<file path="src/logic/cbs_pkg.sv">
// shared types and constants of the bus cycle sequencer
package cbs_pkg;

  // kind of machine cycle requested by the core
  typedef enum logic [2:0] {
    CBS_FETCH,
    CBS_MEM_RD,
    CBS_MEM_WR,
    CBS_IO_RD,
    CBS_IO_WR,
    CBS_INT_ACK
  } cbs_kind_t;

  // clock states of one machine cycle, plus idle and float
  typedef enum logic [3:0] {
    ST_IDLE,
    ST_T1,
    ST_T2,
    ST_TWF,
    ST_TW,
    ST_T3,
    ST_T4,
    ST_TEX,
    ST_TX
  } cbs_state_t;

  // extra states beyond the nominal minimum (fetch 4..6, memory 3..5, i/o 4..6, int ack 6..8)
  localparam logic [1:0] CBS_EXTRA_MAX = 2'h2;
  // forced wait states after the second state, minus one
  localparam logic [1:0] CBS_FORCED_IO = 2'h0;
  localparam logic [1:0] CBS_FORCED_INTA = 2'h1;
  // refresh address width and reset value
  localparam int CBS_REFRESH_N_W = 8;
  localparam logic [7:0] CBS_REFRESH_N_RST = 8'h00;
  // machine cycles per instruction: 1..6
  localparam logic [2:0] CBS_MCYC_MAX = 3'h6;
  localparam logic [2:0] CBS_MCYC_FIRST = 3'h1;
  localparam logic [15:0] CBS_ADDR_RST = 16'h0000;
  localparam logic [7:0] CBS_DATA_RST = 8'h00;

endpackage

</file>
<file path="src/logic/cbs_sequencer.sv">
// bus cycle sequencer: fetch, memory, i/o, wait and bus float
`timescale 1ns/1ns
module cbs_sequencer
  import cbs_pkg::*;
(
  input wire logic i_clk_sys,
  input wire logic i_nrst,
  // core side
  input wire logic i_cyc_start,
  input wire cbs_kind_t i_cyc_kind,
  input wire logic [15:0] i_cyc_addr,
  input wire logic [7:0] i_cyc_wdata,
  input wire logic [1:0] i_cyc_extra,
  input wire logic [7:0] i_vector_page,
  output logic o_cyc_ready,
  output logic o_cyc_done,
  output logic [7:0] o_cyc_rdata,
  output logic [2:0] o_mcycle_num,
  output logic o_mirq_pending,
  output logic o_nmi_pending,
  // pin side
  output logic [15:0] o_addr,
  output logic o_bus_oe_n,
  input wire logic [7:0] i_data,
  output logic [7:0] o_data,
  output logic o_data_oe_n,
  output logic o_mem_request_n,
  output logic o_port_request_n,
  output logic o_read_strobe_n,
  output logic o_store_strobe_n,
  output logic o_first_cycle_n,
  output logic o_refresh_n,
  output logic o_refresh_addr_bit7,
  output logic o_hold_grant_n,
  input wire logic i_wait_n,
  input wire logic i_hold_request_n,
  input wire logic i_maskable_irq_n,
  input wire logic i_unmaskable_irq_n
);

  //--------------------------------------------------------------
  // state
  //--------------------------------------------------------------
  cbs_state_t state_r, state_nxt;
  cbs_kind_t kind_r;
  logic [1:0] extra_r;
  logic [1:0] forced_r;
  logic refresh_on_r;
  logic [7:0] page_r;
  logic [15:0] addr_r;
  logic [7:0] wdata_r;
  logic [7:0] rdata_r;
  logic done_r;
  logic [2:0] mcyc_r;
  logic mirq_r;
  logic nmi_r;
  logic [7:0] refresh_n_addr;
  logic is_fetch;
  logic is_io;
  logic is_write;
  logic last_state;
  logic enter_t3;
  logic wait_zone;

  assign is_fetch = (kind_r == CBS_FETCH) || (kind_r == CBS_INT_ACK);
  assign is_io = (kind_r == CBS_IO_RD) || (kind_r == CBS_IO_WR);
  assign is_write = (kind_r == CBS_MEM_WR) || (kind_r == CBS_IO_WR);
  assign wait_zone = (state_r == ST_TWF) || (state_r == ST_TW);
  // final state of a machine cycle
  assign last_state = (extra_r == 2'h0) &&
    ((state_r == ST_T4) || (state_r == ST_TEX) ||
     ((state_r == ST_T3) && !is_fetch));
  assign enter_t3 = (state_r != ST_T3) && (state_nxt == ST_T3);

  //--------------------------------------------------------------
  // state machine
  //--------------------------------------------------------------
  always_comb begin
    state_nxt = state_r;
    unique case (state_r)
      ST_IDLE: begin
        if (!i_hold_request_n) begin
          state_nxt = ST_TX;
        end else if (i_cyc_start) begin
          state_nxt = ST_T1;
        end
      end
      ST_T1: state_nxt = ST_T2;
      ST_T2: begin
        if (is_io || kind_r == CBS_INT_ACK) begin
          state_nxt = ST_TWF;
        end else if (!i_wait_n) begin
          state_nxt = ST_TW;
        end else begin
          state_nxt = ST_T3;
        end
      end
      ST_TWF: begin
        if (forced_r != 2'h0) begin
          state_nxt = ST_TWF;
        end else if (!i_wait_n) begin
          state_nxt = ST_TW;
        end else begin
          state_nxt = ST_T3;
        end
      end
      ST_TW: state_nxt = i_wait_n ? ST_T3 : ST_TW;
      ST_T3, ST_T4, ST_TEX: begin
        if (state_r == ST_T3 && is_fetch) begin
          state_nxt = ST_T4;
        end else if (extra_r != 2'h0) begin
          state_nxt = ST_TEX;
        end else if (!i_hold_request_n) begin
          state_nxt = ST_TX;
        end else begin
          state_nxt = ST_IDLE;
        end
      end
      ST_TX: state_nxt = i_hold_request_n ? ST_IDLE : ST_TX;
    endcase
  end

  always_ff @(posedge i_clk_sys or negedge i_nrst) begin
    if (!i_nrst) begin
      state_r <= ST_IDLE;
    end else begin
      state_r <= state_nxt;
    end
  end

  // request capture and extra/forced state counts
  always_ff @(posedge i_clk_sys or negedge i_nrst) begin
    if (!i_nrst) begin
      kind_r <= CBS_FETCH;
      extra_r <= 2'h0;
      forced_r <= 2'h0;
      page_r <= CBS_DATA_RST;
      wdata_r <= CBS_DATA_RST;
    end else if (state_r == ST_IDLE && state_nxt == ST_T1) begin
      kind_r <= i_cyc_kind;
      extra_r <= (i_cyc_extra > CBS_EXTRA_MAX) ? CBS_EXTRA_MAX
                                               : i_cyc_extra;
      forced_r <= (i_cyc_kind == CBS_INT_ACK) ? CBS_FORCED_INTA
                                              : CBS_FORCED_IO;
      page_r <= i_vector_page;
      wdata_r <= i_cyc_wdata;
    end else begin
      if (state_r == ST_TWF && forced_r != 2'h0) begin
        forced_r <= forced_r - 2'h1;
      end
      if ((state_r == ST_TEX || state_nxt == ST_TEX) &&
          !(state_r == ST_T3 && is_fetch) && extra_r != 2'h0) begin
        extra_r <= extra_r - 2'h1;
      end
    end
  end

  //--------------------------------------------------------------
  // address bus: cycle address, then refresh address
  //--------------------------------------------------------------
  always_ff @(posedge i_clk_sys or negedge i_nrst) begin
    if (!i_nrst) begin
      addr_r <= CBS_ADDR_RST;
    end else if (state_r == ST_IDLE && state_nxt == ST_T1) begin
      addr_r <= i_cyc_addr;
    end else if (enter_t3 && is_fetch) begin
      addr_r <= {page_r, refresh_n_addr};
    end
  end

  // refresh flag: from T3 of a fetch to next T1 or float
  always_ff @(posedge i_clk_sys or negedge i_nrst) begin
    if (!i_nrst) begin
      refresh_on_r <= 1'b0;
    end else if (state_nxt == ST_T1 || state_nxt == ST_TX) begin
      refresh_on_r <= 1'b0;
    end else if (enter_t3 && is_fetch) begin
      refresh_on_r <= 1'b1;
    end
  end

  cbs_refresh_counter u_refresh (
    .i_clk_sys(i_clk_sys),
    .i_nrst(i_nrst),
    .i_step(state_r == ST_T3 && is_fetch),
    .o_value(refresh_n_addr)
  );

  //--------------------------------------------------------------
  // read data capture and completion
  //--------------------------------------------------------------
  always_ff @(posedge i_clk_sys or negedge i_nrst) begin
    if (!i_nrst) begin
      rdata_r <= CBS_DATA_RST;
    end else if (enter_t3 && is_fetch) begin
      rdata_r <= i_data;
    end else if (state_r == ST_T3 && !is_fetch && !is_write) begin
      rdata_r <= i_data;
    end
  end

  always_ff @(posedge i_clk_sys or negedge i_nrst) begin
    if (!i_nrst) begin
      done_r <= 1'b0;
    end else begin
      done_r <= last_state;
    end
  end

  // machine cycle number inside the instruction
  always_ff @(posedge i_clk_sys or negedge i_nrst) begin
    if (!i_nrst) begin
      mcyc_r <= CBS_MCYC_FIRST;
    end else if (state_r == ST_IDLE && state_nxt == ST_T1) begin
      if (i_cyc_kind == CBS_FETCH || i_cyc_kind == CBS_INT_ACK) begin
        mcyc_r <= CBS_MCYC_FIRST;
      end else if (mcyc_r < CBS_MCYC_MAX) begin
        mcyc_r <= mcyc_r + 3'h1;
      end
    end
  end

  // interrupt requests blocked while floated
  always_ff @(posedge i_clk_sys or negedge i_nrst) begin
    if (!i_nrst) begin
      mirq_r <= 1'b0;
      nmi_r <= 1'b0;
    end else begin
      mirq_r <= !i_maskable_irq_n && state_r != ST_TX;
      nmi_r <= !i_unmaskable_irq_n && state_r != ST_TX;
    end
  end

  //--------------------------------------------------------------
  // pin outputs
  //--------------------------------------------------------------
  always_comb begin
    o_mem_request_n = 1'b1;
    o_port_request_n = 1'b1;
    o_read_strobe_n = 1'b1;
    o_store_strobe_n = 1'b1;
    o_first_cycle_n = 1'b1;
    unique case (state_r)
      ST_T1, ST_T2, ST_TWF, ST_TW: begin
        // strobes frozen in waits
        if (is_fetch) begin
          o_first_cycle_n = 1'b0;
        end
        if (kind_r == CBS_FETCH) begin
          o_mem_request_n = 1'b0;
          o_read_strobe_n = 1'b0;
        end
        if (kind_r == CBS_INT_ACK && wait_zone) begin
          o_port_request_n = 1'b0;
        end
        if (kind_r == CBS_MEM_RD) begin
          o_mem_request_n = 1'b0;
          o_read_strobe_n = 1'b0;
        end
        if (kind_r == CBS_MEM_WR) begin
          o_mem_request_n = 1'b0;
          o_store_strobe_n = (state_r == ST_T1);
        end
        if (is_io && state_r != ST_T1) begin
          o_port_request_n = 1'b0;
          o_read_strobe_n = (kind_r != CBS_IO_RD);
          o_store_strobe_n = (kind_r != CBS_IO_WR);
        end
      end
      ST_T3: begin
        o_mem_request_n = 1'b0;
        if (is_io) begin
          o_mem_request_n = 1'b1;
          o_port_request_n = 1'b0;
        end
        o_read_strobe_n = is_fetch || is_write;
        o_store_strobe_n = !is_write;
      end
      ST_T4: o_mem_request_n = 1'b1;
      ST_IDLE, ST_TEX, ST_TX: begin
        o_mem_request_n = 1'b1;
      end
    endcase
  end

  assign o_addr = addr_r;
  assign o_bus_oe_n = (state_r == ST_TX);
  assign o_data = wdata_r;
  assign o_data_oe_n = !(is_write && (state_r == ST_T1 ||
    state_r == ST_T2 || wait_zone || state_r == ST_T3)) ||
    (state_r == ST_TX);
  assign o_refresh_n = !refresh_on_r || (state_r == ST_TX);
  assign o_refresh_addr_bit7 = refresh_n_addr[7];
  assign o_hold_grant_n = (state_r != ST_TX);
  assign o_cyc_ready = (state_r == ST_IDLE) && i_hold_request_n;
  assign o_cyc_done = done_r;
  assign o_cyc_rdata = rdata_r;
  assign o_mcycle_num = mcyc_r;
  assign o_mirq_pending = mirq_r;
  assign o_nmi_pending = nmi_r;

endmodule // cbs_sequencer

</file>
<file path="src/logic/cbs_refresh_counter.sv">
// eight-bit refresh address counter
`timescale 1ns/1ns
module cbs_refresh_counter
  import cbs_pkg::*;
(
  input wire logic i_clk_sys,
  input wire logic i_nrst,
  input wire logic i_step,
  output logic [CBS_REFRESH_N_W-1:0] o_value
);

  logic [CBS_REFRESH_N_W-1:0] count_r;

  // low seven bits and bit seven wrap together, 00..FF
  always_ff @(posedge i_clk_sys or negedge i_nrst) begin
    if (!i_nrst) begin
      count_r <= CBS_REFRESH_N_RST;
    end else if (i_step) begin
      count_r <= count_r + 8'h01;
    end
  end

  assign o_value = count_r;

endmodule // cbs_refresh_counter

</file>
<file path="config.mk">
export PLATFORM = sky130hd
export DESIGN_NAME = cbs_sequencer
export DESIGN_NICKNAME = d
export VERILOG_FILES = /design/src/logic/cbs_pkg.sv /design/src/logic/cbs_sequencer.sv /design/src/logic/cbs_refresh_counter.sv
export SDC_FILE = /design/constraint.sdc
export NUM_CORES = 1
export LEC_CHECK = 0
export ABC_AREA = 1
export BUFFER_PORTS_ARGS = -buffer_cell sky130_fd_sc_hd__buf_2
export CAP_MARGIN = 10
export CELL_PAD_IN_SITES_DETAIL_PLACEMENT = 2
export CELL_PAD_IN_SITES_GLOBAL_PLACEMENT = 2
export CORE_ASPECT_RATIO = 0.6
export CORE_MARGIN = 2
export CORE_UTILIZATION = 29
export DETAILED_ROUTE_END_ITERATION = 10
export GPL_TIMING_DRIVEN = 0
export PLACE_DENSITY_LB_ADDON = 0.08
export SYNTH_ARGS = -nofsm -noshare
export SYNTH_HDL_FRONTEND = slang
export SYNTH_SLANG_ARGS = --single-unit
</file>
<file path="constraint.sdc">
create_clock -name i_clk_sys -period 2.3 [get_ports i_clk_sys]
set_input_delay 0.115 -clock i_clk_sys [delete_from_list [all_inputs] [get_ports i_clk_sys]]
set_output_delay 0.115 -clock i_clk_sys [all_outputs]
set_load 0.005 [all_outputs]
</file>
==> summary.md <==
| Metric | Value |
|---|---|
| Tmin final | 2.21 ns |
| Drt initial violations | 109 |
| Area share of the leading cell type in the synthesized netlist | 47.0% |
| Crit Path Max Fanout | 9 |
| RSZ-0062 raised after global routing | true |
| # nets final | 642 |
| ANT cells | 0 |
| CP startpoint kind | register |
| DRC Markers | 0 |
| Area contributors post-synth | dfrtp_1 (47%), nand2_1 (18%), nand3_1 (6.1%) |
| Critical path type | register to register |
| CTS tree | yes |
| Synth warnings | 0 |
| Mapped Area | 0.00346 mm^2 |
| Fillers | 1338 |
| Die Footprint | 0.0129 mm^2 |
| Vias/cell | 4.67 |
| Worst Hold Class | input port to register |
| Final GP Congestion | 0.782 |
| Max-slew violation count | 0 |
| Outcome | finished clean |
| Top cell type by total area after synthesis | dfrtp_1 |
| Initial antenna violation count | 0 |
| Slowest-stage cell, CP | dfrtp_1 |
| Synth cell types | 34 |
| CTS Buf Count | 9 |
| Worst path required time | 2.52 ns |
| Critical path's largest stage delay | 0.36 ns |
| HPWL after detailed placement | 9.02 mm |
| Die X | 145 um |
| Critical Path End Type | register |
| Static Leakage | 2.70 nW |
| Core area | 0.0114 mm^2 |
| Post-synth ARST share | 100% |
| Row count | 30 |
| Final hold vios | 0 |
| Post-synth top cells | nand2_1 (163), dfrtp_1 (65), nand3_1 (42), inv_1 (40), nand4_1 (23) |
| Maxcap violations | 0 |
| Total grt overflow | 0 |
| Detailed-route via count | 3510 |
| Clock Tree Buf Depth | 2 |
| Global Route Usage Sum | 20.3% |
| Average wire per cell in the routed design | 17.2 um |
| Mapped Avg Cell Area | 7.98 um^2 |
| Top-count cell post-synth | nand2_1 |
| Post-synth EDFFs | 0 |
| Finish-stage setup viols | 0 |
| Syn_nets | 490 |
| Clk_skew | 0.00772 ns |
| Final wirelength | 13.0 mm |
| Drt first pass iters | 4 |
| Worst-path clk slew | 0.06 ns |
| Critical path, cell by cell | buf_4 > nor2_4 > nand2_4 > nand2_1 > nand2_1 > nand2_1 > nor2_2 > nand2_1 > nand2_2 > nor2_4 > nand3_4 > buf_4 > nand2_1 > inv_4 > nand2_1 > nand2_1 |
| Achievable clock frequency | 0.452 GHz |
| First-pass GRT wire length | 20.2 mm |
| Clock Sinks | 66 |
| Arrival time at the worst endpoint | 2.43 ns |
| Pwr dens | 1390 mW/mm^2 |
| Die H | 88.6 um |
| Gate Count Post-Synth | 434 |
| Final worst path period share | 96.3% |
| Worst slew margin | 69.7% |
| Setup TNS Final | 0 ns |
| Layout cell share with drive strength beyond 1 | 32.3% |
| Slew @ Worst Pin | 0.455 ns |
| H-Tree Depth | 3 |
| Initial core utilization | 30.2% |
| Skew-Pair Late Insertion Delay | 0.34 ns |
| Routed Antenna Nets | 0 |
| Vias in the first global route | 3774 |
| Post-synth top flop | dfrtp_1 |
| Largest net degree at the start of global routing | 39 |
| Yosys reg bits | 66 |
| IO Port Bufs | 100 |
| Area grow syn2layout | 44.9% |
| CP most frequent cell | nand2_1 |
| I/O pin total | 101 |
| Seq/Total Area, Yosys | 47.7% |
| Worst IR Drop VDD | 0.479 mV |
| Post-layout util | 43.8% |
| Root buf cell | clkbuf_16 |
## layout by cell type (no fill, tap or decap), drive strengths merged
cell type | netlist | routed
nand2 | 168 | 168
buf | 14 | 127
dfrtp | 65 | 65
nand3 | 49 | 49
inv | 47 | 47
dlygate4sd3 | 0 | 27
nand4 | 24 | 24
nor2 | 23 | 23
clkbuf | 2 | 13
o21ai | 11 | 11
nor3 | 5 | 5
xnor2 | 5 | 5
xor2 | 4 | 4
ha | 4 | 4
clkinv | 0 | 3
o211ai | 2 | 2
nand3b | 2 | 2
bufinv | 0 | 2
a21oi | 2 | 2
o21a | 1 | 1
o221ai | 1 | 1
o31ai | 1 | 1
and2 | 1 | 1
mux2 | 1 | 1
or2 | 1 | 1
clkinvlp | 0 | 1
dfstp | 1 | 1
## kinds of logic after synthesis
logic type / after synthesis / share of synthesized area (%)
xor gates and xnor gates: 9 / 2.28
and+or+nand+nor: 273 / 36.5
buffers and inverters: 63 / 8.42
adders and majority gates: 4 / 1.45
DFF: 66 / 47.7
AOI/OAI and AO/OA: 18 / 3.32
muxes: 1 / 0.325
## report_power, final
group / switching [W] / leakage (nW) / total [W] / internal [W]
Clock: 0.000555 / 0.159 / 0.00154 / 0.000981
Sequential: 0.000340 / 0.836 / 0.00198 / 0.00164
Combinational: 0.00212 / 1.71 / 0.00348 / 0.00136
Total: 0.00301 / 2.70 / 0.00699 / 0.00398
## routing by layer
layer | vias to the layer above | part of all wire (%) | GRT usage [%]
met1 | 1741 | 47 | 26.5
met4 | 0 | 0.60 | 5.17
met2 | 67 | 48 | 34.2
met3 | 6 | 4.3 | 5.36
met5 | - | 0 | 0
li1 | 1696 | - | -
## path summary, 6_finish.rpt
path,startpoint,to,slack (ns),depth (start not counted)
max in group asynchronous,i_nrst,state_r[2]$_DFF_PN0_,1.45,3
min in group asynchronous,i_nrst,page_r[5]$_DFFE_PN0P_,0.25,2
worst max-delay path,state_r[1]$_DFF_PN0_,o_addr[2]$_DFFE_PN0P_,0.09,16
worst min register to register,o_addr[0]$_DFFE_PN0P_,o_addr[0]$_DFFE_PN0P_,0.46,2
worst max register to register,state_r[1]$_DFF_PN0_,o_addr[2]$_DFFE_PN0P_,0.09,16
worst min-delay path,i_vector_page[2],page_r[2]$_DFFE_PN0P_,0.005,3
## metrics by stage
stage	area (um^2)	instances	hold slack, ns	power (W)	setup slack [ns]
6_report	5010	751	0.00533	0.00699	0.0860
5_1_grt	5010	751	0.0149	0.00757	-0.0830
4_1_cts	4820	740	0.00203	0.00665	0.0242
3_5_place_dp	4190	695	0.0895	0.00494	-0.0958
3_3_place_gp	4160	694	0.267	0.00476	-0.00832
2_1_floorplan	3460	434	-0.181	0.00377	0.481
## state kept, by name, indices dropped and copies added (netlist names), 2 cells and up
register / cells
u_refresh.o_value: 8
state_r: 4
forced_r: 2
o_cyc_rdata: 8
o_data: 8
page_r: 8
extra_r: 2
kind_r: 3
o_mcycle_num: 3
o_addr: 16
## final cells by class
type | instances | area, um^2 | share of cell area [%]
multi-input cells | 305 | 1610 | 32.0
plain buffers | 16 | 138 | 2.74
inverters | 47 | 179 | 3.57
repair buffers | 141 | 907 | 18.1
flip-flops and latches | 66 | 1660 | 33.0
clock inverters | 6 | 90.1 | 1.80
clock buffers | 10 | 239 | 4.77
well taps | 160 | 200 | 3.99
## what timing repair did
action | in CTS | in global routing
gates resized for setup | 4 | 32
pin swaps | 3 | 5
setup endpoints to repair | 20 | 53
buffers inserted | 2 | 11
hold buffers | 27 | 0
hold endpoints to repair | 53 | 0
## critical path, delay by kind of cell (launching register included)
family / cells / cell delay [ns]
simple gates: 13 / 1.33
flops: 1 / 0.36
buf+inv: 3 / 0.40
Note: power is estimated with default switching activity, not from simulation.
